## config.mk

```make
export PLATFORM = sky130hd
export DESIGN_NAME = tcm_top
export DESIGN_NICKNAME = d
export VERILOG_FILES = /design/src/design/tcm_pkg.sv /design/src/design/tcm_top.sv
export SDC_FILE = /design/constraint.sdc
export NUM_CORES = 2
export LEC_CHECK = 0
export BUFFER_PORTS_ARGS = -buffer_cell sky130_fd_sc_hd__buf_4
export CELL_PAD_IN_SITES_DETAIL_PLACEMENT = 0
export CELL_PAD_IN_SITES_GLOBAL_PLACEMENT = 1
export CORE_AREA = 4 4 327 329
export CTS_BUF_LIST = sky130_fd_sc_hd__clkbuf_4 sky130_fd_sc_hd__clkbuf_8
export CTS_CLUSTER_DIAMETER = 30
export DETAILED_ROUTE_END_ITERATION = 12
export DIE_AREA = 0 0 331 333
export PLACE_DENSITY_LB_ADDON = 0.1
export SYNTH_ARGS = -nofsm -noshare
export SYNTH_HDL_FRONTEND = slang
export SYNTH_SLANG_ARGS = --single-unit
```

## constraint.sdc

```tcl
create_clock -name clk_i -period 87.1 [get_ports clk_i]
set_clock_uncertainty 0.1 [all_clocks]
set_input_delay 4.355 -clock clk_i [delete_from_list [all_inputs] [get_ports clk_i]]
set_output_delay 4.355 -clock clk_i [all_outputs]
set_load 0.005 [all_outputs]
```

## src/design/tcm_pkg.sv

```systemverilog
// Constants and carriers for the T1 transmit common control block.
// Assumes a byte-wide framer datapath with channel numbers 0..23.
package tcm_pkg;
  localparam int NCH       = 24;
  localparam int HIST_BITS = 192;           // 8 x (23 + 1)
  localparam int MAX_ZEROS = 15;
  localparam int DENS_NMAX = 23;

  // Register indices; byte address is four times the index
  localparam logic [7:0] IDX_CCR   = 8'h07;
  localparam logic [7:0] IDX_MW0   = 8'h0C;
  localparam logic [7:0] IDX_MW1   = 8'h0D;
  localparam logic [7:0] IDX_MW2   = 8'h0E;
  localparam logic [7:0] IDX_INFO  = 8'h10;
  localparam logic [7:0] IDX_AUX   = 8'h20;
  localparam logic [7:0] IDX_SSIE0 = 8'h21;
  localparam logic [7:0] IDX_SSIE1 = 8'h22;
  localparam logic [7:0] IDX_SSIE2 = 8'h23;
  localparam logic [7:0] IDX_LPA   = 8'h24;
  localparam logic [7:0] IDX_LPB   = 8'h25;
  localparam logic [7:0] IDX_ST4   = 8'h26;
  localparam logic [7:0] IDX_SIG0  = 8'h28;  // six registers, four channels each
  localparam logic [7:0] IDX_SIG5  = 8'h2D;

  // Field positions
  localparam int CCR_LOOP = 0;
  localparam int CCR_PDE  = 1;
  localparam int CCR_TFM  = 2;
  localparam int CCR_AIS  = 3;
  localparam int CCR_RAI  = 4;
  localparam int AUX_YEL  = 0;
  localparam int AUX_BLUE = 1;
  localparam int AUX_GB   = 2;
  localparam int AUX_ZS   = 3;
  localparam int AUX_SIG  = 4;
  localparam int INF_TPDV = 6;
  localparam int INF_RPDV = 7;
  localparam int ST4_AIS  = 0;
  localparam int ST4_RAI  = 1;

  // Reset values
  localparam logic [7:0] RST_BYTE = 8'h00;
  localparam logic [7:0] HIST_RST = 8'hFF;   // history starts as ones: no false flag

  // Patterns
  localparam logic [7:0]  MW_PAT [8] = '{8'h1E, 8'h0B, 8'h0B, 8'h1E,
                                         8'h9E, 8'h8B, 8'h8B, 8'h9E};
  localparam logic [5:0]  RAICI_BOC  = 6'h1F;       // 011111
  localparam logic [15:0] BOC_WORD   = {2'h0, RAICI_BOC, 8'hFF};
  localparam logic [7:0]  AISCI_BYTE = 8'h7C;       // marker byte, plain default
  localparam logic [7:0]  AISCI_PER  = 8'hC0;       // bytes between markers
  localparam logic [7:0]  ENF_MASK   = 8'h81;
  localparam logic [7:0]  ALL_ONES   = 8'hFF;
  localparam logic [1:0]  SIG_A      = 2'h1;
  localparam logic [1:0]  SIG_B      = 2'h2;

  // One payload byte with its slot number and robbed-bit frame phase
  typedef struct packed {
    logic [7:0] data;
    logic [4:0] chan;
    logic [1:0] sig;
  } tcm_byte_t;
endpackage : tcm_pkg

```

## src/design/tcm_top.sv

```systemverilog
// Transmit common control, density monitor/enforcer and rx milliwatt.
// Assumes one byte per valid cycle, channel 0..23 payload, 24+ F slot.
//
// Register access over APB was chosen for this implementation.
`timescale 1ns/100ps

// Functional notes
// - Loop enable replaces outgoing data with the two loop pattern bytes.
// - Both streams are checked for more than 15 consecutive zeros.
// - Windows of 8x(N+1) bits with fewer than N ones are flagged.
// - Transmit violations go to info bit 6, receive to bit 7.
// - Enforcer bit adds ones so outgoing data meets density.
// - Control bit 2 chooses D4 (0) or ESF (1) framing.
// - AIS-CI goes out only when bit 3 and blue alarm are set.
// - Control bit 4 sends the ESF RAI-CI code in FDL slots.
// - Enabled channels take signaling bits from the signaling registers.
// - Clear channels get no robbed bits and no bit 7 stuffing.
// - D4 yellow alarm zeroes bit 2 even in clear channels.
// - Global stuff plus zero suppress stuffs all 24 channels.
// - Received ESF RAI-CI is yellow plus message 011111.
// - A status bit rises when incoming AIS-CI is recognised.
// - Milliwatt pattern is 1E 0B 0B 1E 9E 8B 8B 9E cyclic.
// - Three enable registers map channels 1..24 from bit 0 upward.
// - Enabled receive channels are replaced by the milliwatt pattern.
// - Blue alarm sends unframed all ones instead of data.
// - Info bit 6 flags transmit density failure, like bit 7 receive.
module tcm_top
  import tcm_pkg::*;
(
  // Clock, reset, enable
  input  wire logic        clk_i,
  input  wire logic        rst_n_i,
  input  wire logic        ce_i,
  // APB slave
  input  wire logic        psel_i,
  input  wire logic        penable_i,
  input  wire logic        pwrite_i,
  input  wire logic [11:0] paddr_i,
  input  wire logic [31:0] pwdata_i,
  output logic      [31:0] prdata_o,
  output logic             pready_o,
  output logic             pslverr_o,
  // Transmit stream
  input  wire logic        tx_valid_i,
  input  wire tcm_byte_t   tx_in_i,
  input  wire logic        tx_fdl_slot_i,
  output logic             tx_valid_o,
  output tcm_byte_t        tx_out_o,
  output logic             tx_fdl_bit_o,
  // Receive stream
  input  wire logic        rx_valid_i,
  input  wire tcm_byte_t   rx_in_i,
  input  wire logic        rx_blue_i,
  input  wire logic        rx_yellow_i,
  input  wire logic [5:0]  rx_boc_i,
  output logic             rx_valid_o,
  output tcm_byte_t        rx_out_o
);

  logic [4:0]           ccr_r;
  logic [NCH-1:0]       mw_r;
  logic [4:0]           aux_r;
  logic [NCH-1:0]       ssie_r;
  logic [7:0]           lpa_r;
  logic [7:0]           lpb_r;
  logic [NCH-1:0][1:0]  sig_r;
  logic [7:0]           info_r;
  logic [1:0]           st4_r;
  logic [HIST_BITS-1:0] thist_r;
  logic [HIST_BITS-1:0] rhist_r;
  logic                 lp_sel_r;
  logic [7:0]           ais_cnt_r;
  logic [3:0]           fdl_idx_r;
  logic [2:0]           mw_idx_r;

  // Density rules over a history whose bit 0 is the newest bit
  function automatic logic dens_bad(input logic [HIST_BITS-1:0] h);
    int  ones;
    logic bad;
    ones = 0;
    bad  = 1'b0;
    for (int i = 0; i < HIST_BITS; i++) begin
      ones = ones + int'(h[i]);
      if (((i + 1) % 8 == 0) && (i >= 15) && (ones < (i + 1) / 8 - 1)) begin
        bad = 1'b1;
      end
    end
    for (int j = 0; j < 8; j++) begin
      if (h[j +: MAX_ZEROS + 1] == '0) begin
        bad = 1'b1;
      end
    end
    return bad;
  endfunction : dens_bad

  // Register index decode, shared by read and write paths
  function automatic logic mapped(input logic [7:0] ix);
    return (ix == IDX_CCR) || (ix >= IDX_MW0 && ix <= IDX_MW2) ||
           (ix == IDX_INFO) || (ix >= IDX_AUX && ix <= IDX_ST4) ||
           (ix >= IDX_SIG0 && ix <= IDX_SIG5);
  endfunction : mapped

  // APB: one wait state, write and read both land with pready
  logic [7:0] idx;
  logic       acc;
  logic       wr;
  assign idx = paddr_i[9:2];
  assign acc = psel_i & penable_i & ~pready_o;
  assign wr  = psel_i & penable_i & pready_o & pwrite_i & mapped(idx) & ~(|paddr_i[11:10]);

  // Read data mux
  logic [7:0] rd_byte;
  always_comb begin
    rd_byte = RST_BYTE;
    case (idx)
      IDX_CCR:   rd_byte = {3'h0, ccr_r};
      IDX_MW0:   rd_byte = mw_r[7:0];
      IDX_MW1:   rd_byte = mw_r[15:8];
      IDX_MW2:   rd_byte = mw_r[23:16];
      IDX_INFO:  rd_byte = info_r;
      IDX_AUX:   rd_byte = {3'h0, aux_r};
      IDX_SSIE0: rd_byte = ssie_r[7:0];
      IDX_SSIE1: rd_byte = ssie_r[15:8];
      IDX_SSIE2: rd_byte = ssie_r[23:16];
      IDX_LPA:   rd_byte = lpa_r;
      IDX_LPB:   rd_byte = lpb_r;
      IDX_ST4:   rd_byte = {6'h00, st4_r};
      default: begin
        if (idx >= IDX_SIG0 && idx <= IDX_SIG5) begin
          rd_byte = sig_r[(idx - IDX_SIG0) * 4 +: 4];
        end
      end
    endcase
  end

  // Bus answer registers
  always_ff @(posedge clk_i or negedge rst_n_i) begin
    if (!rst_n_i) begin
      pready_o  <= 1'b0;
      pslverr_o <= 1'b0;
      prdata_o  <= '0;
    end else if (ce_i) begin
      pready_o  <= acc;
      pslverr_o <= acc & (~mapped(idx) | (|paddr_i[11:10]));
      prdata_o  <= (acc & ~pwrite_i & mapped(idx)) ? {24'h0, rd_byte} : '0;
    end
  end

  // Control registers written by software
  always_ff @(posedge clk_i or negedge rst_n_i) begin
    if (!rst_n_i) begin
      ccr_r  <= '0;
      mw_r   <= '0;
      aux_r  <= '0;
      ssie_r <= '0;
      lpa_r  <= RST_BYTE;
      lpb_r  <= RST_BYTE;
      sig_r  <= '0;
    end else if (ce_i && wr) begin
      case (idx)
        IDX_CCR:   ccr_r         <= pwdata_i[4:0];  // upper bits kept zero
        IDX_MW0:   mw_r[7:0]     <= pwdata_i[7:0];
        IDX_MW1:   mw_r[15:8]    <= pwdata_i[7:0];
        IDX_MW2:   mw_r[23:16]   <= pwdata_i[7:0];
        IDX_AUX:   aux_r         <= pwdata_i[4:0];
        IDX_SSIE0: ssie_r[7:0]   <= pwdata_i[7:0];
        IDX_SSIE1: ssie_r[15:8]  <= pwdata_i[7:0];
        IDX_SSIE2: ssie_r[23:16] <= pwdata_i[7:0];
        IDX_LPA:   lpa_r         <= pwdata_i[7:0];
        IDX_LPB:   lpb_r         <= pwdata_i[7:0];
        default: begin
          if (idx >= IDX_SIG0 && idx <= IDX_SIG5) begin
            sig_r[(idx - IDX_SIG0) * 4 +: 4] <= pwdata_i[7:0];
          end
        end
      endcase
    end
  end

  // Transmit byte processing, stage by stage
  logic [4:0] tc;
  logic       tpay;
  logic       tstuff;
  logic       tclear;
  logic [7:0] td;
  logic       tviol;
  always_comb begin
    tc     = tx_in_i.chan;
    tpay   = (tc < 5'(NCH));
    td     = tx_in_i.data;
    tstuff = 1'b0;
    tclear = 1'b1;
    if (tpay) begin
      tclear = ~ssie_r[tc] & ~aux_r[AUX_GB];
      tstuff = aux_r[AUX_ZS] & ~tclear;
      if (tstuff && td == 8'h00) begin
        td[1] = 1'b1;                                       // bit 7 stuffing
      end
      if (aux_r[AUX_SIG] && ssie_r[tc]) begin
        if (tx_in_i.sig == SIG_A) td[0] = sig_r[tc][0];
        if (tx_in_i.sig == SIG_B) td[0] = sig_r[tc][1];
      end
      if (aux_r[AUX_YEL] && !ccr_r[CCR_TFM]) begin
        td[6] = 1'b0;
      end
      if (ccr_r[CCR_LOOP]) begin
        td = lp_sel_r ? lpb_r : lpa_r;
      end
      if (ccr_r[CCR_PDE] && dens_bad({thist_r[HIST_BITS-9:0], td})) begin
        td = td | ENF_MASK;
      end
    end
    if (aux_r[AUX_BLUE]) begin
      td = ALL_ONES;
      if (ccr_r[CCR_AIS] && ais_cnt_r == AISCI_PER) begin
        td = AISCI_BYTE;
      end
    end
    tviol = dens_bad({thist_r[HIST_BITS-9:0], td});
  end

  // Transmit output and history; clear channels skip only stuffing and signaling above
  always_ff @(posedge clk_i or negedge rst_n_i) begin
    if (!rst_n_i) begin
      tx_valid_o <= 1'b0;
      tx_out_o   <= '0;
      thist_r    <= {(HIST_BITS / 8){HIST_RST}};
      lp_sel_r   <= 1'b0;
      ais_cnt_r  <= '0;
    end else if (ce_i) begin
      tx_valid_o <= tx_valid_i;
      if (tx_valid_i) begin
        tx_out_o  <= '{data: td, chan: tc, sig: tx_in_i.sig};
        thist_r   <= {thist_r[HIST_BITS-9:0], td};
        lp_sel_r  <= ccr_r[CCR_LOOP] & tpay & ~lp_sel_r;
        ais_cnt_r <= (ais_cnt_r == AISCI_PER) ? 8'h00 : ais_cnt_r + 8'h01;
      end
    end
  end

  // FDL bit source: RAI-CI message repeats only in ESF
  always_ff @(posedge clk_i or negedge rst_n_i) begin
    if (!rst_n_i) begin
      tx_fdl_bit_o <= 1'b1;
      fdl_idx_r    <= '0;
    end else if (ce_i && tx_fdl_slot_i) begin
      if (ccr_r[CCR_RAI] && ccr_r[CCR_TFM]) begin
        tx_fdl_bit_o <= BOC_WORD[4'hF - fdl_idx_r];
        fdl_idx_r    <= fdl_idx_r + 4'h1;
      end else begin
        tx_fdl_bit_o <= 1'b1;
        fdl_idx_r    <= '0;
      end
    end
  end

  // Receive path: milliwatt substitution toward the backplane
  logic [4:0] rc;
  logic       rsub;
  logic [7:0] rd;
  logic       rviol;
  always_comb begin
    rc    = rx_in_i.chan;
    rsub  = (rc < 5'(NCH)) && mw_r[rc];
    rd    = rsub ? MW_PAT[mw_idx_r] : rx_in_i.data;
    rviol = dens_bad({rhist_r[HIST_BITS-9:0], rx_in_i.data});
  end

  // Receive output, history, milliwatt phase
  always_ff @(posedge clk_i or negedge rst_n_i) begin
    if (!rst_n_i) begin
      rx_valid_o <= 1'b0;
      rx_out_o   <= '0;
      rhist_r    <= {(HIST_BITS / 8){HIST_RST}};
      mw_idx_r   <= '0;
    end else if (ce_i) begin
      rx_valid_o <= rx_valid_i;
      if (rx_valid_i) begin
        rx_out_o <= '{data: rd, chan: rc, sig: rx_in_i.sig};
        rhist_r  <= {rhist_r[HIST_BITS-9:0], rx_in_i.data};
        if (rc == 5'(NCH - 1)) begin
          mw_idx_r <= mw_idx_r + 3'h1;
        end
      end
    end
  end

  // Sticky density events; write one to clear, a new event wins
  always_ff @(posedge clk_i or negedge rst_n_i) begin
    if (!rst_n_i) begin
      info_r <= RST_BYTE;
    end else if (ce_i) begin
      if (wr && idx == IDX_INFO) begin
        info_r <= info_r & ~pwdata_i[7:0];
      end
      if (tx_valid_i && tviol) info_r[INF_TPDV] <= 1'b1;
      if (rx_valid_i && rviol) info_r[INF_RPDV] <= 1'b1;
    end
  end

  // Customer alarm status: AIS held until blue alarm drops, RAI live level
  always_ff @(posedge clk_i or negedge rst_n_i) begin
    if (!rst_n_i) begin
      st4_r <= '0;
    end else if (ce_i) begin
      if (!rx_blue_i) begin
        st4_r[ST4_AIS] <= 1'b0;
      end else if (rx_valid_i && rx_in_i.data == AISCI_BYTE) begin
        st4_r[ST4_AIS] <= 1'b1;
      end
      st4_r[ST4_RAI] <= rx_yellow_i & (rx_boc_i == RAICI_BOC);
    end
  end

endmodule : tcm_top

```

==> flow_summary.toml <==
[status]
status = "completed"

[clock_network]
cts-root-to-sink-buffers = 3
postCtsSetupRepairBufs = 0
cts.reportedPaths.clkPinSlew_ns = 0.05
cts_num_sinks = 559
cts-resized-gates = 0
clock_insertion_delay_worst_skew_ns = 0.82
tritoncts_buffers = 146
cts_hold_repair.buffers = 0
cts_max_level = 4
tritoncts = "done"
cts-root-buf = "sky130_fd_sc_hd__clkbuf_8"

[floorplanning]
floorplan.initialDensity = 0.510
die-height_um = 333
chipWidth_um = 331
die_area_um2 = 110000
core.rowCount = 118
core_area_um2 = 103000
pin_count = 158

[sta]
tns_ns = 0
timing.final.hold_violations = 0
max-slew-margin-rel = 0.256
post_route_minimum_period_ns = 82.22
setup_viol = 0
max_freq_ghz = 0.0122
tightestPinTransition_ns = 1.11
slew_viol_final = 0
worst_hold_slack_ns = 0.360
post-route-period-util = 0.944
rsz0062_at_grt = "no"

[final_layout]
drive_above_1_share = 0.176
fillers = 9502
most_frequent_standard_cell_in_the_layout_excluding_fill_and_tap_cells = "sky130_fd_sc_hd__nand2_1"
utilization = 0.564
most-common-layout-cells = "1,021 x sky130_fd_sc_hd__nand2_1, 654 x sky130_fd_sc_hd__inv_1, 450 x sky130_fd_sc_hd__o21ai_0"
numnets_final = 6752
area_growth_pct = 10.5

[critical_path]
path_class = "in -> reg"
cpMaxStageDelayCell = "sky130_fd_sc_hd__mux4_2"
endpoint_kind = "register"
worstPathRequired_ns = 87.70
critPathLaunchType = "input pin"
worst_path_dominant_cell_family = "adder cells"
cp_data_arrival_time_ns = 82.82
crit_path_max_fanout = 19
crit_path_frequent_cell = "sky130_fd_sc_hd__fa_1"
cpPeakStageDelay_ns = 0.57
critical_path.n_buffers_inverters = 91

[drt]
drcViolationCount = 0
routed_wirelength_um = 126000
final_antenna_net_count = 0
drt_first_iter_violations = 2013
wire_per_inst_um = 17.0
vias = 40071
dr.pass1.iters = 5
avgViaCountPerCell = 5.42

[global_routing]
grt_first_pass_wirelength_um = 211000
global_route.overflow_total = 0
grt_antenna_before_repair = 1
grtUsageTotal = 0.234
grt_pass1_vias = 41563
grt_max_degree = 107

[logic_synthesis]
synth.yosys.seq_area_share = 0.274
synth_cells = 5778
ys_ff_latch = 559
netlist_cell_types = 128
synth-edff-count = 0
ys_warn_count = 0
avgSynthCellArea_um2 = 9.14
main_flop_type_after_synthesis = "sky130_fd_sc_hd__dfstp_2"
async_reset_ff_frac = 1.00
mappedNetlistArea_um2 = 52800

[placement]
gp_routability_congestion = 0.925
dpl.hpwl_um = 97900
port-buffer-count = 107

[flow_run]
maxCapViolations = 0

[worst_hold_path]
hold_path.class = "reg -> reg"
==> layer usage <==
| layer | vias up | part of all wire | track usage |
|---|---|---|---|
| met3 | 226 | 0.037 | 0.0341 |
| met5 | - | 0 | 0 |
| met4 | 0 | 0.030 | 0.0761 |
| met2 | 665 | 0.49 | 0.401 |
| li1 | 19719 | - | - |
| met1 | 19461 | 0.44 | 0.304 |
==> layout make-up <==
class | instances | area [um2] | area share
Inverter | 654 | 2450 | 0.0421
Clock buffer | 192 | 2550 | 0.0437
Clock inverter | 78 | 960 | 0.0165
Antenna cell | 1 | 2.50 | 0.0000429
Multi-Input combinational cell | 4394 | 35200 | 0.603
Tap cell | 1380 | 1730 | 0.0296
Sequential cell | 559 | 14500 | 0.248
Timing Repair Buffer | 134 | 1010 | 0.0174
==> Yosys cell counts (all sizes together) (111+ instances only) <==
cell type / n / area (um2)
clkbuf: 131 / 492
fa: 337 / 6750
inv: 654 / 2450
dfrtp: 190 / 4750
nor2b: 113 / 707
ha: 435 / 5440
a21oi: 229 / 1180
nor2: 236 / 901
nand2b: 111 / 694
dfstp: 369 / 9700
xor2: 112 / 1080
xnor2: 236 / 2590
nand2: 1024 / 3850
o21ai: 470 / 2360
==> flip-flops by register name, indices dropped and copies added (netlist names), 15 cells and up <==
register / count
rx_out_o: 15
sig_r: 48
thist_r: 184
ssie_r: 24
mw_r: 24
tx_out_o: 15
rhist_r: 184
==> worst register-to-register path, delay by kind of cell (launching register included) <==
kind | cells | cell delay (ns)
compound gates | 11 | 1.88
buf+inv | 90 | 4.96
mux | 3 | 1.15
simple gates | 13 | 2.49
flops | 1 | 0.41
fa+ha+maj | 144 | 67.76
==> final timing paths <==
path                       slack (ns)                  endpoint                     start  depth (start not counted)
max                              4.88     info_r[6]$_DFFE_PN0P_                tx_in_i[2]                        262
min                              0.36  rhist_r[155]$_DFFE_PN1P_  rhist_r[147]$_DFFE_PN1P_                          2
max reg2reg                      8.45     info_r[6]$_DFFE_PN0P_    ssie_r[22]$_DFFE_PN0P_                        261
min reg2reg                      0.36  rhist_r[155]$_DFFE_PN1P_  rhist_r[147]$_DFFE_PN1P_                          2
max in group asynchronous       79.95   mw_idx_r[1]$_DFFE_PN0P_                   rst_n_i                          5
min in group asynchronous        3.49   tx_out_o[0]$_DFFE_PN0P_                   rst_n_i                          1
==> logic make-up (layout without fill, tap and decap cells) <==
logic type / count (synthesis) / count (layout) / synth area share
other cells: 1 / 25 / 0.0000710
fa+ha+maj: 778 / 778 / 0.232
flops: 559 / 559 / 0.274
compound gates: 1113 / 1113 / 0.132
mux: 197 / 197 / 0.0486
simple gates: 1898 / 1898 / 0.166
xor+xnor: 384 / 384 / 0.0853
buf+inv: 848 / 1058 / 0.0623
==> per-stage QoR <==
| stage | cells | instance area, um2 | setup WS, ns |
|---|---|---|---|
| after floorplan | 5801 | 52900 | 6.96 |
| after global placement | 7121 | 54800 | 4.00 |
| after detailed placement | 7121 | 54800 | 3.63 |
| after CTS | 7391 | 58300 | 4.56 |
| after global routing | 7392 | 58300 | 2.03 |
| final | 7392 | 58300 | 4.88 |
Power is left out: the tool's default activity adds up to more than one toggle a clock period on the data nets, which glitch-free logic cannot reach.
